[src/verilog/link_startup_regs.vh]
// Purpose: constants for the link start-up controller
// Assumes: 125 MHz clock, 8 ns period
// Notes: register offsets are management register addresses
`ifndef LINK_STARTUP_REGS_VH
`define LINK_STARTUP_REGS_VH
`define REG_LINK_AND_POWER_CONTROL 5'h11
`define REG_LINK_STATE_FLAGS 5'h17
// link_and_power_control fields
`define CTL_LINK_ENABLE_BIT 15
`define CTL_AUTONOMOUS_OPERATION_BIT 3
`define CTL_MASTER_ROLE_BIT 2
`define CTL_RESET_VALUE 16'h0000
// link_state_flags fields
`define STA_LOC_RCVR_BIT 15
`define STA_REM_RCVR_BIT 14
`define STA_DESCRAMBLER_LOCK_BIT 13
`define STA_LINK_GOOD_BIT 12
`define STA_POLARITY_BIT 11
`define STA_TRAINING_STATE_MSB 10
`define STA_TRAINING_STATE_LSB 8
// times and clock; cycle counts are 2 ms, 1 ms and 200 ms at 8 ns
`define CLK_PERIOD_NS 8
`define NORMAL_WAIT_CYC 26'h3d090
`define MINWAIT_CYC 26'h1e848
`define MAXWAIT_CYC 26'h17d7840
`define TIMER_WIDTH 26
`endif

[src/verilog/link_startup_control.v]
// Purpose: link start-up sequencing of a single-pair ethernet phy
// Assumes: one clock at 125 MHz, synchronous active-high reset
// Notes: register port is the word level of the management interface
//
// Overview of operation
// - no link attempt in either role before link enable is one.
// - master starts training by sending idle once link enabled.
// - slave trains and sends idle only after receiver synchronised to master.
// - slave training moves to idle-only transmit at minimum timer expiry.
// - master enters idle-or-data when local and remote receivers both ok.
// - slave enters idle-or-data when master receiver status reads ok.
// - autonomous operation sets link enable itself after the post-normal timeout.
// - four link flags readable; host waits for all before communicating.
// - link-good event pulses when the link good flag becomes set.
// - training-failure event when maximum timer expires before link.
// - after training failure the start-up restarts without host help.
// - slave corrects inverted polarity, continues, and flags the inversion.
// - role affects start-up only; data phase identical for both roles.
`include "link_startup_regs.vh"
module link_startup_control #(
    parameter [25:0] NORMAL_WAIT_CYCLES = `NORMAL_WAIT_CYC,
    parameter [25:0] MINWAIT_CYCLES = `MINWAIT_CYC,
    parameter [25:0] MAXWAIT_CYCLES = `MAXWAIT_CYC
) (
    // clock and reset
    input wire clk_sys_in,
    input wire reset_in,
    // power mode
    input wire normal_mode_in,
    // register port
    input wire reg_write_in,
    input wire reg_read_in,
    input wire [4:0] reg_addr_in,
    input wire [15:0] reg_wdata_in,
    output reg [15:0] reg_rdata_out,
    output reg reg_rvalid_out,
    // line receiver status, from the pma/pcs
    input wire rx_synced_in,
    input wire rem_rcvr_ok_in,
    input wire loc_rcvr_ok_in,
    input wire descrambler_lock_flag_in,
    input wire polarity_inverted_in,
    // line control
    output reg [1:0] tx_mode_out,
    output reg polarity_swap_out,
    output reg data_enable_out,
    // events
    output reg link_good_event_out,
    output reg training_timeout_event_out
);
    ////////////////////////////////////////////////////////////////////
    localparam [1:0] TX_SEND_Z = 2'h0;
    localparam [1:0] TX_SEND_I = 2'h1;
    localparam [1:0] TX_SEND_N = 2'h2;
    localparam [2:0] ST_DISABLED = 3'h0;
    localparam [2:0] ST_WAIT_SYNC = 3'h1;
    localparam [2:0] ST_TRAINING = 3'h2;
    localparam [2:0] ST_SEND_IDLE = 3'h3;
    localparam [2:0] ST_IDLE_OR_DATA = 3'h4;
    localparam LINE_SYNCED = 0;
    localparam LINE_REM_OK = 1;
    localparam LINE_LOC_OK = 2;
    localparam LINE_LOCK = 3;
    localparam LINE_POL_INV = 4;
    localparam LINE_INPUTS = 5;

    wire [LINE_INPUTS-1:0] line_raw;
    wire [LINE_INPUTS-1:0] line_sync;
    wire rx_synced;
    wire rem_ok;
    wire loc_ok;
    wire lock_ok;
    wire pol_inv;
    reg [15:0] control;
    reg [2:0] state;
    reg [2:0] next_state;
    reg [25:0] train_timer;
    reg [25:0] min_timer;
    reg [25:0] normal_timer;
    reg normal_done;
    reg link_good;
    reg polarity_found;
    wire link_enable;
    wire autonomous;
    wire master;
    wire min_expired;
    wire max_expired;

    function [15:0] status_word;
        input lr;
        input rr;
        input dl;
        input lg;
        input pf;
        input [2:0] st;
        begin
            status_word = 16'h0000;
            status_word[`STA_LOC_RCVR_BIT] = lr;
            status_word[`STA_REM_RCVR_BIT] = rr;
            status_word[`STA_DESCRAMBLER_LOCK_BIT] = dl;
            status_word[`STA_LINK_GOOD_BIT] = lg;
            status_word[`STA_POLARITY_BIT] = pf;
            status_word[`STA_TRAINING_STATE_MSB:`STA_TRAINING_STATE_LSB] = st;
        end
    endfunction

    ////////////////////////////////////////////////////////////////////
    // start-up states are the ones guarded by the maximum training timer
    function in_startup;
        input [2:0] st;
        begin
            in_startup = (st == ST_WAIT_SYNC) || (st == ST_TRAINING) || (st == ST_SEND_IDLE);
        end
    endfunction

    // line pattern for each state; the line stays silent until training starts
    function [1:0] line_mode;
        input [2:0] st;
        begin
            case (st)
                ST_TRAINING: line_mode = TX_SEND_I;
                ST_SEND_IDLE: line_mode = TX_SEND_I;
                ST_IDLE_OR_DATA: line_mode = TX_SEND_N;
                default: line_mode = TX_SEND_Z;
            endcase
        end
    endfunction

    ////////////////////////////////////////////////////////////////////
    // line status comes from the analog front end clocking, so synchronise
    assign line_raw = {
        polarity_inverted_in,
        descrambler_lock_flag_in,
        loc_rcvr_ok_in,
        rem_rcvr_ok_in,
        rx_synced_in
    };
    genvar gi;
    generate
        for (gi = 0; gi < LINE_INPUTS; gi = gi + 1) begin : g_line_sync
            sync3 u_sync (
                .clk_sys_in(clk_sys_in),
                .reset_in(reset_in),
                .async_in(line_raw[gi]),
                .level_out(line_sync[gi])
            );
        end
    endgenerate
    assign rx_synced = line_sync[LINE_SYNCED];
    assign rem_ok = line_sync[LINE_REM_OK];
    assign loc_ok = line_sync[LINE_LOC_OK];
    assign lock_ok = line_sync[LINE_LOCK];
    assign pol_inv = line_sync[LINE_POL_INV];

    assign link_enable = control[`CTL_LINK_ENABLE_BIT];
    assign autonomous = control[`CTL_AUTONOMOUS_OPERATION_BIT];
    assign master = control[`CTL_MASTER_ROLE_BIT];
    assign min_expired = (min_timer >= MINWAIT_CYCLES);
    assign max_expired = (train_timer >= MAXWAIT_CYCLES);

    ////////////////////////////////////////////////////////////////////
    // post-normal-mode timer; restarts whenever normal mode drops
    // it stops at its end value so a long stay in normal mode cannot wrap it
    always @(posedge clk_sys_in) begin
        if (reset_in || !normal_mode_in) begin
            normal_timer <= 26'h0000000;
            normal_done <= 1'b0;
        end else if (normal_timer >= NORMAL_WAIT_CYCLES) begin
            normal_done <= 1'b1;
        end else begin
            normal_timer <= normal_timer + 26'h0000001;
        end
    end

    ////////////////////////////////////////////////////////////////////
    // control register; autonomous enable waits for the normal-mode timeout
    // the autonomous set comes last, so it wins over a same-cycle host write
    always @(posedge clk_sys_in) begin
        if (reset_in) begin
            control <= `CTL_RESET_VALUE;
        end else begin
            if (reg_write_in && reg_addr_in == `REG_LINK_AND_POWER_CONTROL) begin
                control <= reg_wdata_in;
            end
            if (autonomous && normal_done && !link_enable) begin
                control[`CTL_LINK_ENABLE_BIT] <= 1'b1;
            end
        end
    end

    // read port answers one cycle later; unmapped addresses read zero
    // status uses filtered levels, so a read never sees a flag mid-change
    always @(posedge clk_sys_in) begin
        if (reset_in) begin
            reg_rdata_out <= 16'h0000;
            reg_rvalid_out <= 1'b0;
        end else begin
            reg_rvalid_out <= reg_read_in;
            if (reg_read_in) begin
                case (reg_addr_in)
                    `REG_LINK_AND_POWER_CONTROL: reg_rdata_out <= control;
                    `REG_LINK_STATE_FLAGS: reg_rdata_out <= status_word(loc_ok, rem_ok, lock_ok,
                        link_good, polarity_found, state);
                    default: reg_rdata_out <= 16'h0000;
                endcase
            end
        end
    end

    ////////////////////////////////////////////////////////////////////
    always @* begin
        next_state = state;
        case (state)
            ST_DISABLED: begin
                if (link_enable) begin
                    next_state = master ? ST_TRAINING : ST_WAIT_SYNC;
                end
            end
            ST_WAIT_SYNC: begin
                if (rx_synced) begin
                    next_state = ST_TRAINING;
                end
            end
            ST_TRAINING: begin
                if (!master && min_expired) begin
                    next_state = ST_SEND_IDLE;
                end else if (master && loc_ok && rem_ok) begin
                    next_state = ST_IDLE_OR_DATA;
                end
            end
            ST_SEND_IDLE: begin
                if (rem_ok) begin
                    next_state = ST_IDLE_OR_DATA;
                end
            end
            ST_IDLE_OR_DATA: begin
                if (!loc_ok) begin
                    next_state = ST_DISABLED;
                end
            end
            default: next_state = ST_DISABLED;
        endcase
        if (!link_enable) begin
            next_state = ST_DISABLED;
        end else if (in_startup(state) && max_expired) begin
            next_state = ST_DISABLED;
        end
    end

    // timer counts from the moment link enable leaves the disabled state
    always @(posedge clk_sys_in) begin
        if (reset_in) begin
            state <= ST_DISABLED;
            train_timer <= 26'h0000000;
            training_timeout_event_out <= 1'b0;
        end else begin
            state <= next_state;
            training_timeout_event_out <= link_enable && max_expired && in_startup(state);
            if (!in_startup(next_state)) begin
                train_timer <= 26'h0000000;
            end else if (!max_expired) begin
                train_timer <= train_timer + 26'h0000001;
            end
        end
    end

    ////////////////////////////////////////////////////////////////////
    // minimum training time runs in training only, so a slow sync cannot shorten it
    always @(posedge clk_sys_in) begin
        if (reset_in || next_state != ST_TRAINING) begin
            min_timer <= 26'h0000000;
        end else if (!min_expired) begin
            min_timer <= min_timer + 26'h0000001;
        end
    end

    ////////////////////////////////////////////////////////////////////
    // transmit mode and data path; role matters only before idle-or-data
    always @(posedge clk_sys_in) begin
        if (reset_in) begin
            tx_mode_out <= TX_SEND_Z;
            data_enable_out <= 1'b0;
            link_good <= 1'b0;
            link_good_event_out <= 1'b0;
            polarity_swap_out <= 1'b0;
            polarity_found <= 1'b0;
        end else begin
            tx_mode_out <= line_mode(next_state);
            data_enable_out <= (next_state == ST_IDLE_OR_DATA);
            link_good <= (next_state == ST_IDLE_OR_DATA) && lock_ok;
            link_good_event_out <= (next_state == ST_IDLE_OR_DATA) && lock_ok && !link_good;
            // slave corrects polarity while acquiring; held through the link
            if (state == ST_DISABLED) begin
                polarity_swap_out <= 1'b0;
                polarity_found <= 1'b0;
            end else if (!master && state == ST_WAIT_SYNC && pol_inv) begin
                polarity_swap_out <= 1'b1;
                polarity_found <= 1'b1;
            end
        end
    end
endmodule // link_startup_control

[src/verilog/sync3.v]
// Purpose: three-stage synchroniser with agreement filter
// Assumes: asynchronous level input
// Notes: output changes only when stages two and three agree
module sync3 (
    // clock and reset
    input wire clk_sys_in,
    input wire reset_in,
    // level
    input wire async_in,
    output reg level_out
);
    reg stage1;
    reg stage2;
    reg stage3;
    always @(posedge clk_sys_in) begin
        if (reset_in) begin
            stage1 <= 1'b0;
            stage2 <= 1'b0;
            stage3 <= 1'b0;
            level_out <= 1'b0;
        end else begin
            stage1 <= async_in;
            stage2 <= stage1;
            stage3 <= stage2;
            if (stage2 == stage3) begin
                level_out <= stage3;
            end
        end
    end
endmodule // sync3

[config.mk]
export PLATFORM = sky130hd
export DESIGN_NAME = link_startup_control
export DESIGN_NICKNAME = d
export VERILOG_FILES = /design/src/verilog/link_startup_control.v /design/src/verilog/sync3.v
export VERILOG_INCLUDE_DIRS = /design/src /design/src/verilog
export SDC_FILE = /design/constraint.sdc
export NUM_CORES = 1
export LEC_CHECK = 0
export BUFFER_PORTS_ARGS = -buffer_cell sky130_fd_sc_hd__clkbuf_2
export CAP_MARGIN = 25
export CORE_MARGIN = 5
export CORE_UTILIZATION = 45
export DETAILED_ROUTE_END_ITERATION = 12
export PLACE_DENSITY_LB_ADDON = 0.25
export SKIP_LAST_GASP = 1
export SLEW_MARGIN = 20
export SYNTH_ARGS = -nofsm -noshare
export SYNTH_HDL_FRONTEND = slang
export SYNTH_HIERARCHICAL = 1
export SYNTH_SLANG_ARGS = --single-unit
[constraint.sdc]
create_clock -name clk_sys_in -period 3.82 [get_ports clk_sys_in]
set_input_delay 0.764 -clock clk_sys_in [delete_from_list [all_inputs] [get_ports clk_sys_in]]
set_output_delay 0.764 -clock clk_sys_in [all_outputs]
set_load 0.03 [all_outputs]
==> results of run 1 <==
[cell families (layout without fill, tap and decap cells)]
family                     after synthesis  count (layout)  synth area share, %
AOI/OAI and AO/OA                       93              93                11.14
xor gates and xnor gates                51              51                7.711
adders and majority gates                6               6                1.296
buffers and inverters                   34              99                2.635
DFF                                    142             142                49.07
muxes                                    1               1               0.1728
and+or+nand+nor                        310             310                27.97
[stage by stage]
stage	hold slack [ns]	util (%)	setup slack (ns)	area, sq um	std cells
3_5_place_dp	0.4263	48.98	1.303	6181	842
4_1_cts	0.4412	53.81	1.406	6790	874
5_1_grt	0.4619	53.81	1.223	6790	874
6_report	0.4461	53.81	1.398	6790	874
3_3_place_gp	0.4254	48.98	1.425	6181	842
2_1_floorplan	0.4138	-	1.670	5793	637
[flip-flops by register name (all words and copies together), names as in the netlist, 5 cells and up]
name,count
g_line_sync.u_sync/stage2,5
min_timer,26
control,16
g_line_sync.u_sync/stage3,5
normal_timer,26
reg_rdata_out,16
g_line_sync.u_sync/stage1,5
train_timer,26
g_line_sync.u_sync/level_out,5
[routing by layer]
layer / wire (microns) / part of all wire (%) / global-route usage (%)
met2: 5832 / 49 / 27.76
met4: 186 / 1.6 / 7.266
met5: 0 / 0 / 0
met1: 5579 / 47 / 20.98
met3: 326 / 2.7 / 4.712
[final cells by class]
type	count	area, sq um
timing repair buffer	55	280.3
inverter	12	45.04
multi-input combinational	461	2798
sequential	142	2843
clock buffer	18	429.2
clock inverter	14	180.2
fill	1176	5829
tap	172	215.2
[Yosys cell counts, drive strengths merged, types with 2 or more instances]
master / n
dfxtp: 142
ha: 6
nor2: 82
and3: 23
xnor2: 34
and2: 18
nor4b: 2
a21oi: 48
inv: 12
nor4: 10
xor2: 17
nor2b: 18
a22oi: 8
o21ai: 6
nand2b: 10
nand2: 66
a41oi: 2
nor3b: 3
nand3: 35
a211oi: 13
or2: 2
nand3b: 3
buf: 7
and4: 9
o31ai: 3
clkbuf: 15
nor3: 13
nand4: 11
a31oi: 4
[tightest hold or removal path, delay by kind of cell, from the launching register on]
kind          cells  cell delay (ns)
flops             1             0.32
buf+inv           1             0.05
simple gates      1             0.04
[power by group through the flow]
stage,logic (mW),clock network [mW],registers (mW)
3_5_place_dp,0.0724,0,1.53
5_1_grt,0.0799,1.80,1.50
2_1_floorplan,0.0318,0,1.54
6_report,0.0719,1.69,1.50
3_3_place_gp,0.0710,0,1.53
4_1_cts,0.0727,1.72,1.50
[cell usage in the layout, fill, tap and decap left out, drive strengths merged, types with 2 or more instances in the layout]
cell type / count
nor4: 10
nor3b: 3
nand3: 35
nand4: 11
and3: 23
or2: 2
inv: 18
buf: 2
nor2b: 18
nand3b: 3
a21oi: 48
nand2b: 10
and4: 9
o21ai: 6
o31ai: 3
bufinv: 3
nor4b: 2
nor2: 82
a31oi: 4
ha: 6
xnor2: 34
clkinvlp: 2
a22oi: 8
a41oi: 2
clkbuf: 71
nand2: 66
xor2: 17
a211oi: 13
and2: 18
dfxtp: 142
clkinv: 3
nor3: 13
[how the worst min path moves through the flow]
stage	from	end	cells after the start	slack (ns)
2_1_floorplan	g_line_sync[0].u_sync/stage1	g_line_sync[0].u_sync/stage2	1	0.41
3_3_place_gp	g_line_sync[4].u_sync/stage1	g_line_sync[4].u_sync/stage2	1	0.43
3_5_place_dp	g_line_sync[4].u_sync/stage1	g_line_sync[4].u_sync/stage2	1	0.43
4_1_cts	g_line_sync[4].u_sync/stage1	g_line_sync[4].u_sync/stage2	1	0.44
5_1_grt	g_line_sync[1].u_sync/stage1	g_line_sync[1].u_sync/stage2	1	0.46
6_report	train_timer[25]	train_timer[25]	2	0.45
==> run_results.csv, run 1 <==
group,metric,value,unit
synth,synth_area_leaders,"dfxtp_1, nor2_1, xnor2_1",
floorplan,start_util,45.91,%
placement,place_congestion,0.7944,
floorplan,ios,54,
timing,max_freq,412.9,MHz
power,fin_total_pwr,3.266,mW
grt,globalRoute.totalOverflow,0,
cts,cts_made_buffers,17,
run_status,outcome,"finished, final reports clean",
power,internal-power,2.561,mW
grt,grt_max_degree,48,
synth,synthesis.area,0.005793,sq mm
cts,cts_sinks,142,
cts,cts_setup_buffers,0,
timing,relSlewSlack,46.72,%
power,ir_drop,342.9,uV
critical_path,r2r_start,"normal_timer[0]",
timing,setup_viol,0,
timing,finalCriticalPeriod,2.422,ns
power,power_switching,0.7056,mW
grt,grt_pass1_wl,20580,microns
timing,fin_crit_sh,63.41,%
placement,io_buffers,53,
route,detail_route.wl_per_cell,13.64,microns
critical_path,start_kind,"flip-flop",
worst_hold_path,hold_class,"reg -> reg",
critical_path,cp_top_family,"simple AND/OR/NAND/NOR gates",
critical_path,reg2reg_slack,1.40,ns
power,p_clk_share,51.8,%
power,sequentialPowerShare,46.0,%
timing,final_hold_viol_count,0,
floorplan,coreArea,0.01262,sq mm
synth,async_reset_ff_share,0,%
synth,synth-seq-area-share,49.07,%
cts,root_buffer,"clkbuf_16",
power,power.leakage,2.418,nW
critical_path,critPathSlowestCell,"nor3_1",
critical_path,cp-endpoint,"normal_timer[7]",
route,ant_nets,0,
synth,syn_area_per_cell,9.094,sq um
finish,areaGrowthSynthToFinish,17.21,%
critical_path,endpoint_kind,"flip-flop",
synth,syn-num-nets,674,
synth,yosysTopAreaCellShare,49.07,%
critical_path,worstPathRequired,4.14,ns
cts,clk_pin_slew,0.06,ns
finish,finalNetCount,726,
timing,fin_skew,0.005369,ns
critical_path,cp_max_fo,16,
floorplan,die_h,123.5,microns
cts,clkLatencyLatePin,0.42,ns
synth,synth_seq_cells,142,
critical_path,cp_cell_sequence,"inv_1 -> ha_1 -> and4_1 -> and3_1 -> o311a_4 -> nor3_1 -> a21oi_1 -> a31o_2",
synth,synth_top_cell_by_area,"dfxtp_1",
critical_path,ff2ff_path_depth,8,
route,drt_pass1_iterations,4,
floorplan,die_w,123.5,microns
finish,drive_above_1_share,15.53,%
grt,grt_pass1_vias,4471,
route,vias_per_cell,5.219,
synth,yosysWarnings,6,
run,cap_violations,0,
finish,diodes,0,
critical_path,worstPathArrival,2.74,ns
grt,grt_util_all_layers,16.97,%
route,num_vias,4561,
floorplan,die-area,0.01524,sq mm
cts,hold_buffers,0,
route,drc,0,
power,p_comb_share,2.2,%
cts,htreeDepth,4,
cts,clock_path_buffers,2,
synth,synthFlopType,"dfxtp_1",
placement,dp_hpwl,8271,microns
cts,ctsResizeCount,0,
power,p_per_area,481.0,mW/mm^2
critical_path,reg2reg_to,"normal_timer[7]",
cts,cts_tree,"built",
timing,setup_tns,0,ns
critical_path,critPathKind,"reg -> reg",
critical_path,critical_path.max_stage_delay,0.50,ns
synth,ys_types,55,
critical_path,crit_cells,8,
timing,tightest_slew,0.7988,ns
floorplan,row_count,41,
grt,antenna_found_initial,0,
route,wl,11920,microns
timing,slew_viol_final,0,
critical_path,crit_buf_inv,1,
power,switching_share,21.60,%
synth,netlist_instances,637,
route,first_iter_violations,259,
synth,synth-edff-count,0,
timing,rsz0062_at_grt,"no",
critical_path,cp-startpoint,"normal_timer[0]",
(Power assumes the default switching activity.)
==> run 2, diff against run 1 <==
==> constraint.sdc (replaced) <==
create_clock -name clk_sys_in -period 2 [get_ports clk_sys_in]
set_input_delay 0.4 -clock clk_sys_in [delete_from_list [all_inputs] [get_ports clk_sys_in]]
set_output_delay 0.4 -clock clk_sys_in [all_outputs]
set_load 0.03 [all_outputs]
==> run 2 against run 1 <==
Against the previous run:
- utilization up 5.1 points
- die area stayed put
- register-to-register slack lost 1.4 ns
- hold slack worse by 0.25 ns
- global-route usage is 1.2 points higher
- critical path type unchanged
- largest power group unchanged
- highest routed layer unchanged
==> run_results.csv, run 2 (synthesized netlist as in run 1, its figures left out) <==
group,metric,value,unit
critical_path,endpoint_kind,"flip-flop",
timing,final_hold_viol_count,0,
timing,relSlewSlack,56.83,%
grt,use_met1,21.52,%
finish,stdcell_count,922,
timing,rsz0062_at_grt,"yes",
finish,nFillCells,1099,
cts,hold_buffers,0,
cts,root_buffer,"clkbuf_16",
critical_path,critical_path.max_stage_delay,0.55,ns
floorplan,die_h,123.5,microns
timing,max_freq,500.8,MHz
finish,finalNetCount,775,
run_status,outcome,"finished, final reports clean",
placement,place_congestion,0.8610,
route,wl,13100,microns
grt,grt.met3_usage,4.849,%
critical_path,start_kind,"flip-flop",
grt,antenna_found_initial,0,
timing,setup_tns,0,ns
cts,clock_path_buffers,2,
power,fin_total_pwr,6.365,mW
cts,cts_made_buffers,17,
route,ant_nets,0,
timing,fin_skew,0.01059,ns
placement,dp.cells,879,
timing,tightest_slew,0.6457,ns
placement,dp_hpwl,8820,microns
grt,grt_pass1_wl,21930,microns
finish,diodes,0,
timing,setup_viol,0,
critical_path,worstPathArrival,2.31,ns
grt,globalRoute.totalOverflow,0,
timing,slew_viol_final,0,
power,p_per_area,855.9,mW/mm^2
timing,finalCriticalPeriod,1.997,ns
placement,io_buffers,53,
cts,htreeDepth,4,
floorplan,die_w,123.5,microns
grt,grt_util_all_layers,18.21,%
grt,grt_max_degree,55,
cts,clkLatencyLatePin,0.42,ns
floorplan,ios,54,
critical_path,cp_max_fo,7,
finish,final_cell_mix,"dfxtp_1, nor2_1, nand2_1",
power,power.leakage,2.704,nW
cts,clk_pin_slew,0.06,ns
power,ir_drop,605.9,uV
floorplan,die-area,0.01524,sq mm
route,num_vias,4733,
finish,drive_above_1_share,24.27,%
cts,cts_tree,"built",
route,first_iter_violations,325,
cts,cts_sinks,142,
route,vias_per_cell,5.133,
run,cap_violations,0,
floorplan,row_count,41,
timing,fin_crit_sh,99.84,%
finish,areaGrowthSynthToFinish,28.38,%
finish,final_common_cell,"dfxtp_1",
floorplan,coreArea,0.01262,sq mm
critical_path,critPathKind,"reg -> reg",
worst_hold_path,hold_class,"in -> reg",
route,drc,0,
route,drt_pass1_iterations,5,
floorplan,start_util,45.91,%
grt,grt_use_met2,31.19,%
finish,reg_top3,"min_timer: 26 flops, normal_timer: 26 flops, train_timer: 26 flops",
route,detail_route.wl_per_cell,14.21,microns
critical_path,critPathSlowestCell,"or4_4",
grt,grt_pass1_vias,4831,
grt,top_usage_layer,"met2",
critical_path,cp_cell_sequence,"or4_4 -> o211ai_4 -> nand4_4 -> buf_4 -> a21oi_1 -> xnor2_1 -> nor2_1",
critical_path,worstPathRequired,2.31,ns
-- run 2: cell types whose count changed in the layout (fill, tap and decap cells not counted), sizes merged --
cell,change
clkbuf,+3
nand3b,+2
inv,-6
buf,+46
bufinv,+1
o311a,+1
clkinvlp,+1
-- run 2: timing repair --
item | 4_1_cts | 5_1_grt
pin swaps | 0 | 28
gates cloned | 1 | 2
endpoints found under the setup margin | 12 | 44
gates resized for setup | 2 | 37
buffers inserted | 1 | 8
-- run 2: worst max-delay path: cells and delay by family, from the launching register on --
kind            cells  cell delay (ns)
compound gates      2             0.40
simple gates        3             0.81
flops               1             0.33
buf+inv             1             0.20
xor+xnor            1             0.14
-- run 2: per-stage QoR --
stage / utilization (%) / instance area [sq um] / setup slack [ns] / hold slack [ns]
final: 58.93 / 7437 / 0.003217 / 0.1924
after global routing: 58.93 / 7437 / -0.06298 / 0.1799
after CTS: 56.73 / 7159 / -0.05542 / 0.1710
after detailed placement: 51.37 / 6482 / -0.06373 / 0.4277
after global placement: 51.37 / 6482 / -0.004420 / 0.4167
after floorplan: - / 5817 / 0.04364 / 0.4138
-- run 2: final cells by class --
cell class	count	area (sq um)	area share (%)
timing repair buffer	101	641.9	8.631
clock buffer	21	470.5	6.326
clock inverter	10	161.4	2.170
inverter	12	45.04	0.6057
multi-input combinational	464	3057	41.10
sequential	142	2846	38.27
tap	172	215.2	2.894
-- run 2: worst paths after layout --
| path | start | to | slack [ns] | depth (start not counted) |
|---|---|---|---|---|
| max | train_timer[7] | train_timer[11] | 0.003 | 7 |
| min | descrambler_lock_flag_in | g_line_sync[3].u_sync/stage1 | 0.19 | 2 |
| max reg2reg | train_timer[7] | train_timer[11] | 0.003 | 7 |
| min reg2reg | g_line_sync[3].u_sync/stage1 | g_line_sync[3].u_sync/stage2 | 0.44 | 1 |
-- run 2: power by group --
| part | leakage [nW] | switching [mW] | internal [mW] |
|---|---|---|---|
| clock network | 0.301 | 1.18 | 2.17 |
| registers | 1.15 | 0.0124 | 2.86 |
| logic | 1.25 | 0.0866 | 0.0584 |
| total | 2.70 | 1.28 | 5.09 |
-- run 2: per-layer routing --
layer / wire length (microns) / vias up
li1: - / 2420
met1: 5860 / 2232
met2: 6611 / 69
met3: 451 / 12
met4: 175 / 0
met5: 0 / -
